$ cat config.mk
export PLATFORM = sky130hd
export DESIGN_NAME = astc_seq_ctrl
export DESIGN_NICKNAME = d
export VERILOG_FILES = /design/src/verilog/astc_seq_ctrl.v
export VERILOG_INCLUDE_DIRS = /design/src /design/src/verilog
export SDC_FILE = /design/constraint.sdc
export NUM_CORES = 1
export LEC_CHECK = 0
export ABC_AREA = 1
export BUFFER_PORTS_ARGS = -buffer_cell sky130_fd_sc_hd__buf_2
export CORE_UTILIZATION = 48
export CTS_CLUSTER_SIZE = 10
export DETAILED_ROUTE_END_ITERATION = 6
export HOLD_SLACK_MARGIN = 0.06
export PLACE_DENSITY = 0.83
export SLEW_MARGIN = 0
export SYNTH_ARGS = -nofsm -noshare
export SYNTH_HDL_FRONTEND = slang
export SYNTH_SLANG_ARGS = --single-unit
$ cat constraint.sdc
create_clock -name i_clk -period 2.35 [get_ports i_clk]
set_input_delay 0.47 -clock i_clk [delete_from_list [all_inputs] [get_ports i_clk]]
set_output_delay 0.47 -clock i_clk [all_outputs]
set_load 0.01 [all_outputs]
$ cat src/verilog/astc_consts.vh
`ifndef ASTC_CONSTS_VH
`define ASTC_CONSTS_VH

// Trigger source encodings (4 bits)
`define ASTC_TRIG_PROC      4'h0
`define ASTC_TRIG_CMP0      4'h1
`define ASTC_TRIG_CMP1      4'h2
`define ASTC_TRIG_CMP2      4'h3
`define ASTC_TRIG_EXT       4'h4
`define ASTC_TRIG_TIMER     4'h5
`define ASTC_TRIG_PWM0      4'h6
`define ASTC_TRIG_PWM1      4'h7
`define ASTC_TRIG_PWM2      4'h8
`define ASTC_TRIG_PWM3      4'h9
`define ASTC_TRIG_ALWAYS    4'hf

// Sequencer depths
`define ASTC_DEPTH0         4'h8
`define ASTC_DEPTH1         4'h4
`define ASTC_DEPTH2         4'h4
`define ASTC_DEPTH3         4'h1

// Reference select
`define ASTC_REF_INT        1'b0
`define ASTC_REF_EXT        1'b1

// Phase delay: step is 1/16 of a sample period, measured in clocks
`define ASTC_PHASE_STEP_CLKS 5'h02
// Clocks taken by one conversion
`define ASTC_CONV_CLKS      6'h20

// Status field positions: [3:0] sequence, [11:8] dma, [19:16] comparator
`define ASTC_ST_SEQ_LSB     0
`define ASTC_ST_DMA_LSB     8
`define ASTC_ST_DCMP_LSB    16

`endif

$ cat src/verilog/astc_seq_ctrl.v
`timescale 1ns/100ps
`include "astc_consts.vh"

module astc_seq_ctrl (
  input  wire        i_clk,
  input  wire        i_rstn,
  input  wire [15:0] i_trig_src,
  input  wire [3:0]  i_pwm_mod_sel,
  input  wire [7:0]  i_prio,
  input  wire [3:0]  i_seq_enable,
  input  wire [3:0]  i_phase_delay,
  input  wire        i_ref_sel,
  input  wire [3:0]  i_int_enable,
  input  wire [3:0]  i_dma_int_enable,
  input  wire [3:0]  i_dcmp_int_enable,
  input  wire [3:0]  i_int_clear,
  input  wire [3:0]  i_dma_int_clear,
  input  wire [3:0]  i_dcmp_int_clear,
  input  wire [3:0]  i_proc_trig,
  input  wire        i_proc_trig_wait,
  input  wire        i_proc_sync_signal,
  input  wire        i_status_masked_select,
  input  wire [2:0]  i_cmp_trig,
  input  wire        i_ext_trig,
  input  wire        i_timer_trig,
  input  wire [3:0]  i_pwm_mod0_trig,
  input  wire [3:0]  i_pwm_mod1_trig,
  input  wire [3:0]  i_dma_event,
  input  wire [3:0]  i_dcmp_event,
  output reg  [3:0]  o_phase_delay,
  output reg         o_ref_sel,
  output reg  [3:0]  o_int_raw,
  output reg  [3:0]  o_int_masked,
  output reg  [19:0] o_status,
  output wire        o_irq,
  output reg         o_conv_busy,
  output reg  [1:0]  o_active_seq,
  output reg  [3:0]  o_active_depth,
  output reg  [3:0]  o_seq_start
);

  // ==========================================================
  // Input synchronisers for pin-side triggers
  // ==========================================================
  reg  [20:0] sync1_r;
  reg  [20:0] sync2_r;
  reg  [20:0] sync3_r;
  wire [20:0] pin_in = {i_dma_event, i_dcmp_event, i_pwm_mod1_trig, i_pwm_mod0_trig,
                        i_timer_trig, i_ext_trig, i_cmp_trig};

  always @(posedge i_clk or negedge i_rstn) begin
    if (!i_rstn) begin
      sync1_r <= 21'h000000;
      sync2_r <= 21'h000000;
      sync3_r <= 21'h000000;
    end else begin
      sync1_r <= pin_in;
      sync2_r <= sync1_r;
      sync3_r <= sync2_r;
    end
  end

  // Rising edges of synchronised triggers
  wire [20:0] pin_rise  = sync2_r & ~sync3_r;
  wire [2:0]  cmp_rise  = pin_rise[2:0];
  wire        ext_rise  = pin_rise[3];
  wire        tmr_rise  = pin_rise[4];
  wire [3:0]  pwm0_rise = pin_rise[8:5];
  wire [3:0]  pwm1_rise = pin_rise[12:9];
  wire [3:0]  dcmp_rise = pin_rise[16:13];
  wire [3:0]  dma_rise  = pin_rise[20:17];

  // ==========================================================
  // Processor trigger with cross-module wait/signal
  // ==========================================================
  reg  [3:0] proc_held_r;
  reg  [3:0] proc_fire;
  reg  [3:0] trig_hit;
  reg  [3:0] pwm_sel;
  reg  [3:0] src;
  integer    k;

  always @* begin
    proc_fire = 4'h0;
    trig_hit  = 4'h0;
    pwm_sel   = 4'h0;
    src       = 4'h0;
    for (k = 0; k < 4; k = k + 1) begin
      src = i_trig_src[4*k +: 4];
      proc_fire[k] = (i_proc_trig[k] & ~i_proc_trig_wait) | (proc_held_r[k] & i_proc_sync_signal);
      pwm_sel = i_pwm_mod_sel[k] ? pwm1_rise : pwm0_rise;
      case (src)
        `ASTC_TRIG_PROC:   trig_hit[k] = proc_fire[k];
        `ASTC_TRIG_CMP0:   trig_hit[k] = cmp_rise[0];
        `ASTC_TRIG_CMP1:   trig_hit[k] = cmp_rise[1];
        `ASTC_TRIG_CMP2:   trig_hit[k] = cmp_rise[2];
        `ASTC_TRIG_EXT:    trig_hit[k] = ext_rise;
        `ASTC_TRIG_TIMER:  trig_hit[k] = tmr_rise;
        `ASTC_TRIG_PWM0:   trig_hit[k] = pwm_sel[0];
        `ASTC_TRIG_PWM1:   trig_hit[k] = pwm_sel[1];
        `ASTC_TRIG_PWM2:   trig_hit[k] = pwm_sel[2];
        `ASTC_TRIG_PWM3:   trig_hit[k] = pwm_sel[3];
        `ASTC_TRIG_ALWAYS: trig_hit[k] = 1'b1;
        default:           trig_hit[k] = 1'b0;
      endcase
      trig_hit[k] = trig_hit[k] & i_seq_enable[k];
    end
  end

  always @(posedge i_clk or negedge i_rstn) begin
    if (!i_rstn) begin
      proc_held_r <= 4'h0;
    end else begin
      proc_held_r <= (proc_held_r & ~{4{i_proc_sync_signal}}) |
                     (i_proc_trig & {4{i_proc_trig_wait}});
    end
  end

  // ==========================================================
  // Pending triggers, arbitration, phase delay, conversion
  // ==========================================================
  localparam ST_IDLE  = 3'b001;
  localparam ST_PHASE = 3'b010;
  localparam ST_CONV  = 3'b100;

  reg  [2:0] state_r;
  reg  [2:0] state_nxt;
  reg  [3:0] pend_r;
  reg  [5:0] phase_cnt_r;
  reg  [5:0] conv_cnt_r;
  reg  [3:0] samp_cnt_r;
  reg  [1:0] win_idx;
  reg  [1:0] win_prio;
  reg        win_ok;
  reg  [3:0] depth_of;
  integer    j;

  always @* begin
    win_idx  = 2'd0;
    win_prio = 2'd3;
    win_ok   = 1'b0;
    for (j = 0; j < 4; j = j + 1) begin
      if (pend_r[j] && (!win_ok || i_prio[2*j +: 2] < win_prio)) begin
        win_ok   = 1'b1;
        win_idx  = j[1:0];
        win_prio = i_prio[2*j +: 2];
      end
    end
  end

  always @* begin
    case (o_active_seq)
      2'd0:    depth_of = `ASTC_DEPTH0;
      2'd1:    depth_of = `ASTC_DEPTH1;
      2'd2:    depth_of = `ASTC_DEPTH2;
      default: depth_of = `ASTC_DEPTH3;
    endcase
  end

  wire [5:0] phase_target = {2'b00, i_phase_delay} * {1'b0, `ASTC_PHASE_STEP_CLKS};
  wire       conv_last    = (conv_cnt_r == `ASTC_CONV_CLKS - 6'd1);
  wire       seq_done     = conv_last && (samp_cnt_r == depth_of - 4'd1);

  always @* begin
    state_nxt = state_r;
    case (state_r)
      ST_IDLE:  if (win_ok) state_nxt = ST_PHASE;
      ST_PHASE: if (phase_cnt_r == phase_target) state_nxt = ST_CONV;
      ST_CONV:  if (seq_done) state_nxt = ST_IDLE;
      default:  state_nxt = ST_IDLE;
    endcase
  end

  reg [3:0] seq_done_evt;

  always @(posedge i_clk or negedge i_rstn) begin
    if (!i_rstn) begin
      state_r        <= ST_IDLE;
      pend_r         <= 4'h0;
      phase_cnt_r    <= 6'h00;
      conv_cnt_r     <= 6'h00;
      samp_cnt_r     <= 4'h0;
      o_active_seq   <= 2'd0;
      o_active_depth <= 4'h0;
      o_conv_busy    <= 1'b0;
      o_seq_start    <= 4'h0;
      seq_done_evt   <= 4'h0;
    end else begin
      state_r      <= state_nxt;
      o_seq_start  <= 4'h0;
      seq_done_evt <= 4'h0;
      pend_r       <= pend_r | trig_hit;
      case (state_r)
        ST_IDLE: begin
          if (win_ok) begin
            phase_cnt_r  <= 6'h00;
            o_active_seq <= win_idx;
            pend_r[win_idx] <= trig_hit[win_idx];
          end
        end
        ST_PHASE: begin
          phase_cnt_r <= phase_cnt_r + 6'd1;
          if (phase_cnt_r == phase_target) begin
            o_seq_start[o_active_seq] <= 1'b1;
            o_active_depth <= depth_of;
            o_conv_busy    <= 1'b1;
            conv_cnt_r     <= 6'h00;
            samp_cnt_r     <= 4'h0;
          end
        end
        ST_CONV: begin
          conv_cnt_r <= conv_last ? 6'h00 : conv_cnt_r + 6'd1;
          if (conv_last) begin
            samp_cnt_r <= samp_cnt_r + 4'd1;
          end
          if (seq_done) begin
            o_conv_busy <= 1'b0;
            seq_done_evt[o_active_seq] <= 1'b1;
          end
        end
        default: begin
          o_conv_busy <= 1'b0;
        end
      endcase
    end
  end

  // ==========================================================
  // Settings readback and interrupt status
  // ==========================================================
  reg [3:0] dma_raw_r;
  reg [3:0] dcmp_raw_r;
  wire [19:0] raw_all = {dcmp_raw_r, 4'h0, dma_raw_r, 4'h0, o_int_raw};
  wire [19:0] en_all  = {i_dcmp_int_enable, 4'h0, i_dma_int_enable, 4'h0, i_int_enable};

  always @(posedge i_clk or negedge i_rstn) begin
    if (!i_rstn) begin
      o_phase_delay <= 4'h0;
      o_ref_sel     <= `ASTC_REF_INT;
      o_int_raw     <= 4'h0;
      o_int_masked  <= 4'h0;
      dma_raw_r     <= 4'h0;
      dcmp_raw_r    <= 4'h0;
      o_status      <= 20'h00000;
    end else begin
      o_phase_delay <= i_phase_delay;
      o_ref_sel     <= i_ref_sel;
      o_int_raw     <= (o_int_raw & ~i_int_clear) | seq_done_evt;
      dma_raw_r     <= (dma_raw_r & ~i_dma_int_clear) | dma_rise;
      dcmp_raw_r    <= (dcmp_raw_r & ~i_dcmp_int_clear) | dcmp_rise;
      o_int_masked  <= o_int_raw & i_int_enable;
      o_status      <= i_status_masked_select ? (raw_all & en_all) : raw_all;
    end
  end

  assign o_irq = |(raw_all & en_all);

endmodule

==> results of run 1 <==
power by group through the flow:
stage	logic (uW)	registers [uW]	clock network, uW
2_1_floorplan	1040	2880	0
3_3_place_gp	1630	2860	0
3_5_place_dp	1670	2880	0
4_1_cts	1740	2840	2910
5_1_grt	2090	2880	3020
6_report	1820	2840	2860
Yosys cell counts, types with 2 or more instances:
master	count	area share
xor2_1	3	0.0046
nand2_2	6	0.0066
o21ai_1	2	0.0018
o22ai_1	20	0.022
clkbuf_1	2	0.0013
nor2_1	41	0.027
buf_4	9	0.012
a211oi_1	2	0.0026
nor3_1	10	0.0088
o2111ai_1	7	0.011
nand4_1	5	0.0055
nand2_4	3	0.0059
dfrtp_1	136	0.60
a21oi_1	18	0.016
nand3_1	23	0.020
o311ai_0	2	0.0031
o21ai_0	51	0.045
nand2_1	103	0.068
ha_1	11	0.024
o21bai_1	4	0.0053
o211ai_1	4	0.0053
inv_1	120	0.079
flip-flops by register name, indices dropped and copies added, names as in the netlist, 6 cells and up:
register,flops
sync1_r,21
o_status,12
phase_cnt_r,6
conv_cnt_r,6
sync2_r,21
sync3_r,21
per-layer routing:
metal  track usage  vias to the layer above  routed length [microns]
met5             0                        -                        0
met4        0.0978                        0                      253
met3        0.0580                       19                      663
met2         0.366                      150                     6360
met1         0.264                     2131                     5270
li1              -                     2247                        -
how the worst min path moves through the flow:
stage	start	to	slack (ns)	depth (start not counted)
floorplan	i_rstn	conv_cnt_r[0]	0.17	0
global placement	sync1_r[13]	sync2_r[13]	0.33	0
detailed placement	sync1_r[17]	sync2_r[17]	0.33	0
CTS	i_ref_sel	o_ref_sel	0.14	1
global route	i_ref_sel	o_ref_sel	0.13	1
finish	i_dma_event[0]	sync1_r[17]	0.16	1
worst reg2reg max path, delay by kind of cell (launching register included):
kind	cells	cell delay, ns
simple gates	17	1.10
fa+ha+maj	2	0.47
flops	1	0.45
compound gates	3	0.25
what timing repair did:
item,4_1_cts,5_1_grt
setup endpoints to repair,6,6
buffers inserted,5,1
pin swaps,9,3
hold buffers,1,0
endpoints found under the hold margin,38,0
resized for setup,3,10
stage by stage:
stage | cell area [sq um] | util
floorplan | 5740 | -
global placement | 6620 | 0.577
detailed placement | 6620 | 0.577
CTS | 7320 | 0.639
global route | 7380 | 0.643
finish | 7380 | 0.643
layout make-up:
cell class / count / area [sq um]
multi-input combinational: 337 / 1830
fill: 912 / 4090
clock buffer: 19 / 453
inverter: 121 / 464
sequential: 137 / 3430
tap: 143 / 179
clock inverter: 13 / 191
timing repair buffer: 150 / 832
cells by family (layout without fill, tap and decap cells):
family | Yosys count | in the layout | synth area share
DFF | 137 | 137 | 0.604
buffers and inverters | 132 | 303 | 0.0932
xor gates and xnor gates | 3 | 3 | 0.00463
muxes | 1 | 1 | 0.00198
adders and majority gates | 11 | 11 | 0.0242
AOI/OAI and AO/OA | 117 | 117 | 0.122
other | 1 | 9 | 0.000660
and+or+nand+nor | 196 | 196 | 0.149
==> results, run 1 <==
- The flow ran to the end, but the final reports show violations.
- The final reports fail on negative setup slack.
- The initial antenna violation count is 0.
- Synthesis inferred 137 register bits.
- Across all setup checks in the final design, the least slack found is -0.0375 ns.
- Total power for the finished layout comes to ~7500 uW.
- The post-detailed-placement half-perimeter wirelength is 9110 microns.
- In this run the number of H-tree levels came out at 4.
- Following the worst setup path forward leads to its endpoint at pend_r[1].
- For this block, the via count after detailed routing is about 4500.
- The worst-margin pin slew is 0.540 ns.
- The final-report setup violation count is 4.
- The port buffer count is roughly 130.
- The via count of the first global-routing pass came to 4437.
- Of the total power, the share spent switching nets is 0.303.
- The overall die area is 12300 sq um.
- Along the worst path, the maximum fanout reaches 6.
- In the final layout, the share of cells above drive strength 1 is 0.278.
- The count of pins over their slew limit was 0.
- In the synthesized netlist the async set-or-reset flop fraction comes to 1.00.
- The clock passes through at most 2 buffers.
- The slowest cell on the critical path is dfrtp_2.
- The clock root buffer master is clkbuf_16.
- The number of distinct library cells after synthesis is 38.
- The critical path goes through nand2_1 -> nand2_1 -> nand2_2 -> nand2_4 -> o21ai_4 -> ha_4 -> nand2_2 -> nand2_2 -> nand2_2 -> nand2_4 -> nand2_2 -> o21ai_2 -> ha_1 -> nand2_1 -> nand2_1 -> nand2_2 -> nand2_4 -> nand2_2 -> nand2_1 -> o21ai_1 -> nand2_1 -> nand2_1.
- The critical path crosses 22 cells after its start point.
- The startpoint class of the critical path is a flip-flop.
- The final setup skew is ~0.0062 ns.
- For this design the ratio of total power to cell area is 1020 nW/um^2.
- The highest ir drop seen on vdd is 0.000714 V.
- The hold slack is about 0.16 ns.
- Static timing analysis puts the maximum clock frequency at between 400 and 500 MHz.
- The layout overhead on the synthesized area is 29.9%.
- The element type at the critical path end is a flip-flop.
- At the end of routability-driven placement, the weighted congestion stood at 0.965.
- Tracing the worst setup path back leads to its startpoint at pend_r[0].
- After global routing the overflow that remains totals 0.
- The final hold violation count came to 0.
- The total clock sinks is 137.
- The clock buffer count from CTS is 17.
- The area of the core is roughly 11000 sq um.
- The repair_antennas step left the layout with diodes totalling 0.
- The critical path in this run is classified as flip-flop to flip-flop.
- Once detail routing completed, the nets flagged for antenna violations numbered 0.
- The vertical die dimension is 111 microns.
- The number of I/O pins is 136.
- Summed over all layers, the routed wires come to 12500 microns.
- The power spent charging and discharging nets is 2280 uW.
- Of the total power, combinational logic draws 0.243.
- The total routing resource utilization after global routing is 0.218.
- The via density per instance is 4.94.
- The critical path contains buffers and inverters numbering 0 combined.
- The floorplan has 39 rows.
- During synthesis, Yosys emitted a total of 0 warnings.
- The synthesized area divided by synthesized cell count is 9.50 sq um.
- The clock network power share is 0.380.
- Before CTS, the worst setup slack after placement is -0.213 ns.
- The most used flip-flop cell after synthesis is dfrtp_1.
- The clock network latency to the later pin of the worst-skew pair is around 0.4 ns.
- The internal power is approximately 5200 uW.
- The setup check on the worst reg-to-reg path leaves a slack of -0.04 ns.
- In this run, the number of DRC markers left after iteration 0 of detailed routing was 295.
- Setup repair after global routing could not meet its margin everywhere.
- The tool flagged a number of max-cap violations equal to 0.
- The final worst-path cycle share is 1.02.
- In the synthesized netlist, the number of instances is around 600.
- Leaving out fill and tap cells, the most frequent cell in the layout is dfrtp_1.
- The first-pass iteration count of the detailed router is 5.
- The number of remaining DRC errors is 0.
- The depth of the most critical reg-to-reg path is 22.
- The reported leakage power is between 0.003 and 0.004 uW.
- The top cell family by delay on the critical path is simple AND/OR/NAND/NOR gates.
- The pin count of the biggest net entering global routing is 52.
- Of the total power, registers draw 0.378.
- At the worst endpoint, the arrival time is between 2 and 3 ns.
- The initial core utilization is 0.495.
- In this run the tightest slew margin relative to its limit is 0.636.
- The number of enable-type register cells in the synthesized netlist is 0.
- For the final routed database, the setup TNS stands at -0.0788 ns.
- The TritonCTS clock tree is yes.
- For this run, the slowest stage of the critical path takes 0.45 ns.
- The global-route wire length before repair is 20800 microns.
- For this run, the number of standard cells in the final layout without fillers is a little over 900.
- The worst register-to-register path begins at pend_r[0].
- The library cells used most frequently in the layout, excluding fill and tap cells, are 135 x dfrtp_1, 125 x buf_2, 117 x inv_1, 98 x nand2_1, 49 x o21ai_0.
- The minimum clock period after layout is 2.39 ns.
- The sequential fraction of the synthesis area is 0.604.
- In this run the horizontal extent of the chip is about 110 microns.
- At the end of the flow, the number of nets in the layout was 866.
- The post-synthesis instance area is 5680 sq um.
- The worst register-to-register path ends at pend_r[1].
- After clock tree synthesis, the clock-pin slew on the worst setup and hold paths is approximately 0.060 ns.
- Once placement completed, the tool counted placed cells totaling between 800 and 900.
- Dividing the detail-routed wire length by the instance count gives 13.6 microns.
- The worst hold path class is primary input to flip-flop.
- STA puts the critical path data required time at 2.65 ns.
(Power assumes the default switching activity.)
==> run 2, diff against run 1 <==
--- a/config.mk
+++ b/config.mk
@@ -13,7 +13,9 @@
 export DETAILED_ROUTE_END_ITERATION = 6
 export HOLD_SLACK_MARGIN = 0.06
 export PLACE_DENSITY = 0.83
+export REMOVE_ABC_BUFFERS = 1
 export SLEW_MARGIN = 0
 export SYNTH_ARGS = -nofsm -noshare
 export SYNTH_HDL_FRONTEND = slang
 export SYNTH_SLANG_ARGS = --single-unit
+export TNS_END_PERCENT = 30
==> run 2 against run 1 <==
  * The run still ends with negative setup slack left
  * Sequential share of layout area increased by 0.71 points
  * Clock skew grew 0.0043 ns
  * Design area fell by 1.5%
  * Final cell count is 0.43% lower
  * Critical path depth is the same
  * Fmax shrank 1.2%
  * Sequential cell count unchanged
  * Highest routed layer unchanged
  * Critical path type unchanged
  * Critical endpoint unchanged
  * Largest power group is now registers
==> results, run 2 (same netlist as run 1, synthesis figures left out) <==
- The detailed router's first-iteration violation count is 453 (+54%).
- The via density per instance is 4.87 (-1.4%).
- The highest metal layer carrying signal wires in the routed design is met4.
- The final worst slack came to -0.0660 ns (-0.0285 ns).
- The wire length on met2 is 6020 microns (-5.3%).
- The final antenna-violating net count is 0 (unchanged).
- The checks that failed: negative setup slack.
- The vertical die dimension came to 111 microns (unchanged).
- The proportion of layout cells with a drive suffix above 1 is 0.254 (-0.0244).
- The via count of the first global-routing pass is 4349 (-2.0%).
- The register area is 3430 sq um (about the same).
- The minimum clock period after layout is 2.42 ns (+0.0285 ns).
- The routed metal-1 wirelength is 5140 microns (-2.5%).
- The power per standard cell area is 1000 nW/um^2 (-1.8%).
- The number of buffers and inverters on the critical path is 0 (unchanged).
- Leaving out fill and tap cells, the most frequent cells in the layout are 136 x dfrtp_1, 125 x buf_2, 119 x inv_1, 102 x nand2_1, 49 x o21ai_0.
- The global-route wire length before repair is 20100 microns (-3.0%).
- STA classifies the critical path startpoint as a flip-flop.
- The width of the chip came to 111 microns (unchanged).
- The total congestion overflow after global routing came to 0 (unchanged).
- The critical path is of the flip-flop to flip-flop type.
- The total routing resource utilization after global routing is 0.212 (-0.00583).
- The number of levels the H-tree was split into is 4 (unchanged).
- The area of the core is 11500 sq um (unchanged).
- The highest ir drop seen on vdd is 0.000632 V (-11%).
- The flow ran to the end, but the final reports show violations.
- The count of pins over their slew limit is 0 (unchanged).
- For this design, the slowest cell found on the critical path is dfrtp_1.
- The final worst-path cycle share is 1.03 (+0.0121).
- The critical path goes through nand2_1 -> nand2_1 -> nand2_2 -> nand2_4 -> o21ai_2 -> ha_1 -> nand2_1 -> nand2_1 -> nand2_2 -> nand2_4 -> nand2_1 -> o21ai_1 -> ha_1 -> nand2_1 -> nand2_1 -> nand2_2 -> nand2_4 -> nand2_2 -> nand2_1 -> o21ai_1 -> nand2_1 -> nand2_1.
- The number of fill cells in the layout came to 922 (+1.1%).
- The count of vias placed by the detailed router is 4462 (-1.9%).
- The number of buffers on the longest clock path is 2 (unchanged).
- The clock network latency to the later pin of the worst-skew pair is 0.41 ns (about the same).
- The first-pass iteration count of the detailed router is 4 (-1).
- The cell sitting at the root of the clock tree is a clkbuf_16.
- The element type at the critical path end is a flip-flop.
- The most frequent cell on the critical path is nand2_1.
- Setup repair after global routing could not meet its margin everywhere.
- The final setup skew was 0.0105 ns (+0.00432 ns).
- The data required time at the worst endpoint is 2.66 ns (about the same).
- The final hold violation count is 0 (unchanged).
- The area taken by multi-input logic gates is 1760 sq um (-3.6%).
- The pin count of the biggest net entering global routing came to 50 (-3.8%).
- The count of antenna diodes in the layout came to 0 (unchanged).
- The routability-driven placement congestion ratio is 0.981 (+1.7%).
- The setup total negative slack is -0.216 ns (-0.137 ns).
- Grouping stages by cell kind, the critical path spends the most delay in simple AND/OR/NAND/NOR gates.
- The reported leakage power is 0.00390 uW (-0.89%).
- The TritonCTS clock tree is yes.
- Compared with the post-synthesis result, the final layout area differs by 27.9%.
- The final-report setup violation count is 4 (unchanged).
- The total clock sinks is 137 (unchanged).
- The overall power is 7280 uW (-3.3%).
- The worst hold path class is primary input to flip-flop.
- The arrival time of data at the critical path endpoint is 2.72 ns (+0.03 ns).
- The number of remaining DRC errors came to 0 (unchanged).
- The biggest fanout along the worst timing path was 6 (unchanged).
- The post-detailed-placement half-perimeter wirelength was 8980 microns (-1.4%).
- Leaving out fill and tap cells, the most frequent cell in the layout is dfrtp_1.
- The number of I/O pins was 136 (unchanged).
- The clock transition time at the flip-flop clock pins of the worst setup and hold paths is 0.06 ns (about the same).
- The total detailed-routing wirelength is 12200 microns (-2.8%).
- The detailed route wirelength on metal3 is 736 microns (+11%).
- The initial core utilization is 0.495 (unchanged).
- The count of max-cap constraint violations is 0 (unchanged).
- The per-cell routed wire length is 13.3 microns (-2.4%).
- The delay of the slowest critical-path stage is 0.42 ns (-0.03 ns).
- The count of nets after finishing is 862 (-0.46%).
- The overall die area is 12300 sq um (unchanged).
- The initial antenna violation count was 0 (unchanged).
- The number of core rows is 39 (unchanged).
- The clock buffer count from CTS is 17 (unchanged).
- The port buffer count was 126 (unchanged).
- The maximum achievable frequency is 414 MHz (-1.2%).
- In the final layout, the registers with the most flip-flops are sync1_r: 21 flops, sync2_r: 21 flops, sync3_r: 21 flops.
==> run 2: timing repair <==
| action | 4_1_cts | 5_1_grt |
|---|---|---|
| endpoints found under the setup margin | 6 | 6 |
| hold buffers | 1 | 0 |
| pin swaps | 2 | 2 |
| hold endpoints to repair | 47 | 0 |
| resized for setup | 5 | 1 |
| setup buffers | 1 | 2 |
==> run 2: layout make-up <==
type	count	area share
clock buffer	22	0.0667
clock inverter	10	0.0193
inverter	121	0.0625
multi-input combinational	337	0.243
sequential	137	0.472
tap	143	0.0246
timing repair buffer	146	0.112
==> run 2: path summary, 6_finish.rpt <==
check | from | endpoint | slack [ns] | cells after the start
worst min register to register | sync1_r[7] | sync2_r[7] | 0.35 | 0
worst min-delay path | i_dcmp_event[3] | sync1_r[16] | 0.16 | 1
max in group asynchronous | i_rstn | state_r[0] | 1.14 | 3
worst max-delay path | pend_r[0] | pend_r[1] | -0.07 | 22
min in group asynchronous | i_rstn | sync1_r[20] | 0.56 | 2
worst max register to register | pend_r[0] | pend_r[1] | -0.07 | 22
==> run 2: layer usage <==
| metal | GRT usage | vias up |
|---|---|---|
| li1 | - | 2239 |
| met1 | 0.263 | 2053 |
| met2 | 0.342 | 147 |
| met3 | 0.0672 | 23 |
| met4 | 0.0933 | 0 |
| met5 | 0 | - |
==> run 2: power by group <==
part / switching [uW] / leakage [uW] / total (uW) / internal [uW]
Clock: 958 / 0.000299 / 2740 / 1780
Combinational: 1020 / 0.00192 / 1710 / 682
Sequential: 182 / 0.00168 / 2830 / 2650
Total: 2160 / 0.00390 / 7280 / 5110
==> run 2: through the flow <==
stage | hold slack, ns | cell area (sq um) | std cells | utilization | worst slack (ns)
2_1_floorplan | 0.174 | 5640 | 595 | - | -0.0952
3_3_place_gp | 0.332 | 6600 | 880 | 0.575 | -0.248
3_5_place_dp | 0.335 | 6600 | 880 | 0.575 | -0.320
4_1_cts | 0.141 | 7240 | 914 | 0.632 | -0.0124
5_1_grt | 0.138 | 7260 | 916 | 0.633 | -0.274
6_report | 0.162 | 7260 | 916 | 0.633 | -0.0660
==> run 2: worst reg2reg max path, cell delays in order (launching register included) <==
cell     delay [ns]
dfrtp_1        0.42
nand2_1        0.12
nand2_1        0.08
nand2_2        0.09
nand2_4        0.06
o21ai_2        0.13
ha_1           0.24
nand2_1        0.06
nand2_1        0.05
nand2_2        0.08
nand2_4        0.05
nand2_1        0.05
o21ai_1        0.06
ha_1           0.27
nand2_1        0.05
nand2_1        0.06
nand2_2        0.06
nand2_4        0.09
nand2_2        0.06
nand2_1        0.06
o21ai_1        0.06
nand2_1        0.06
nand2_1        0.04
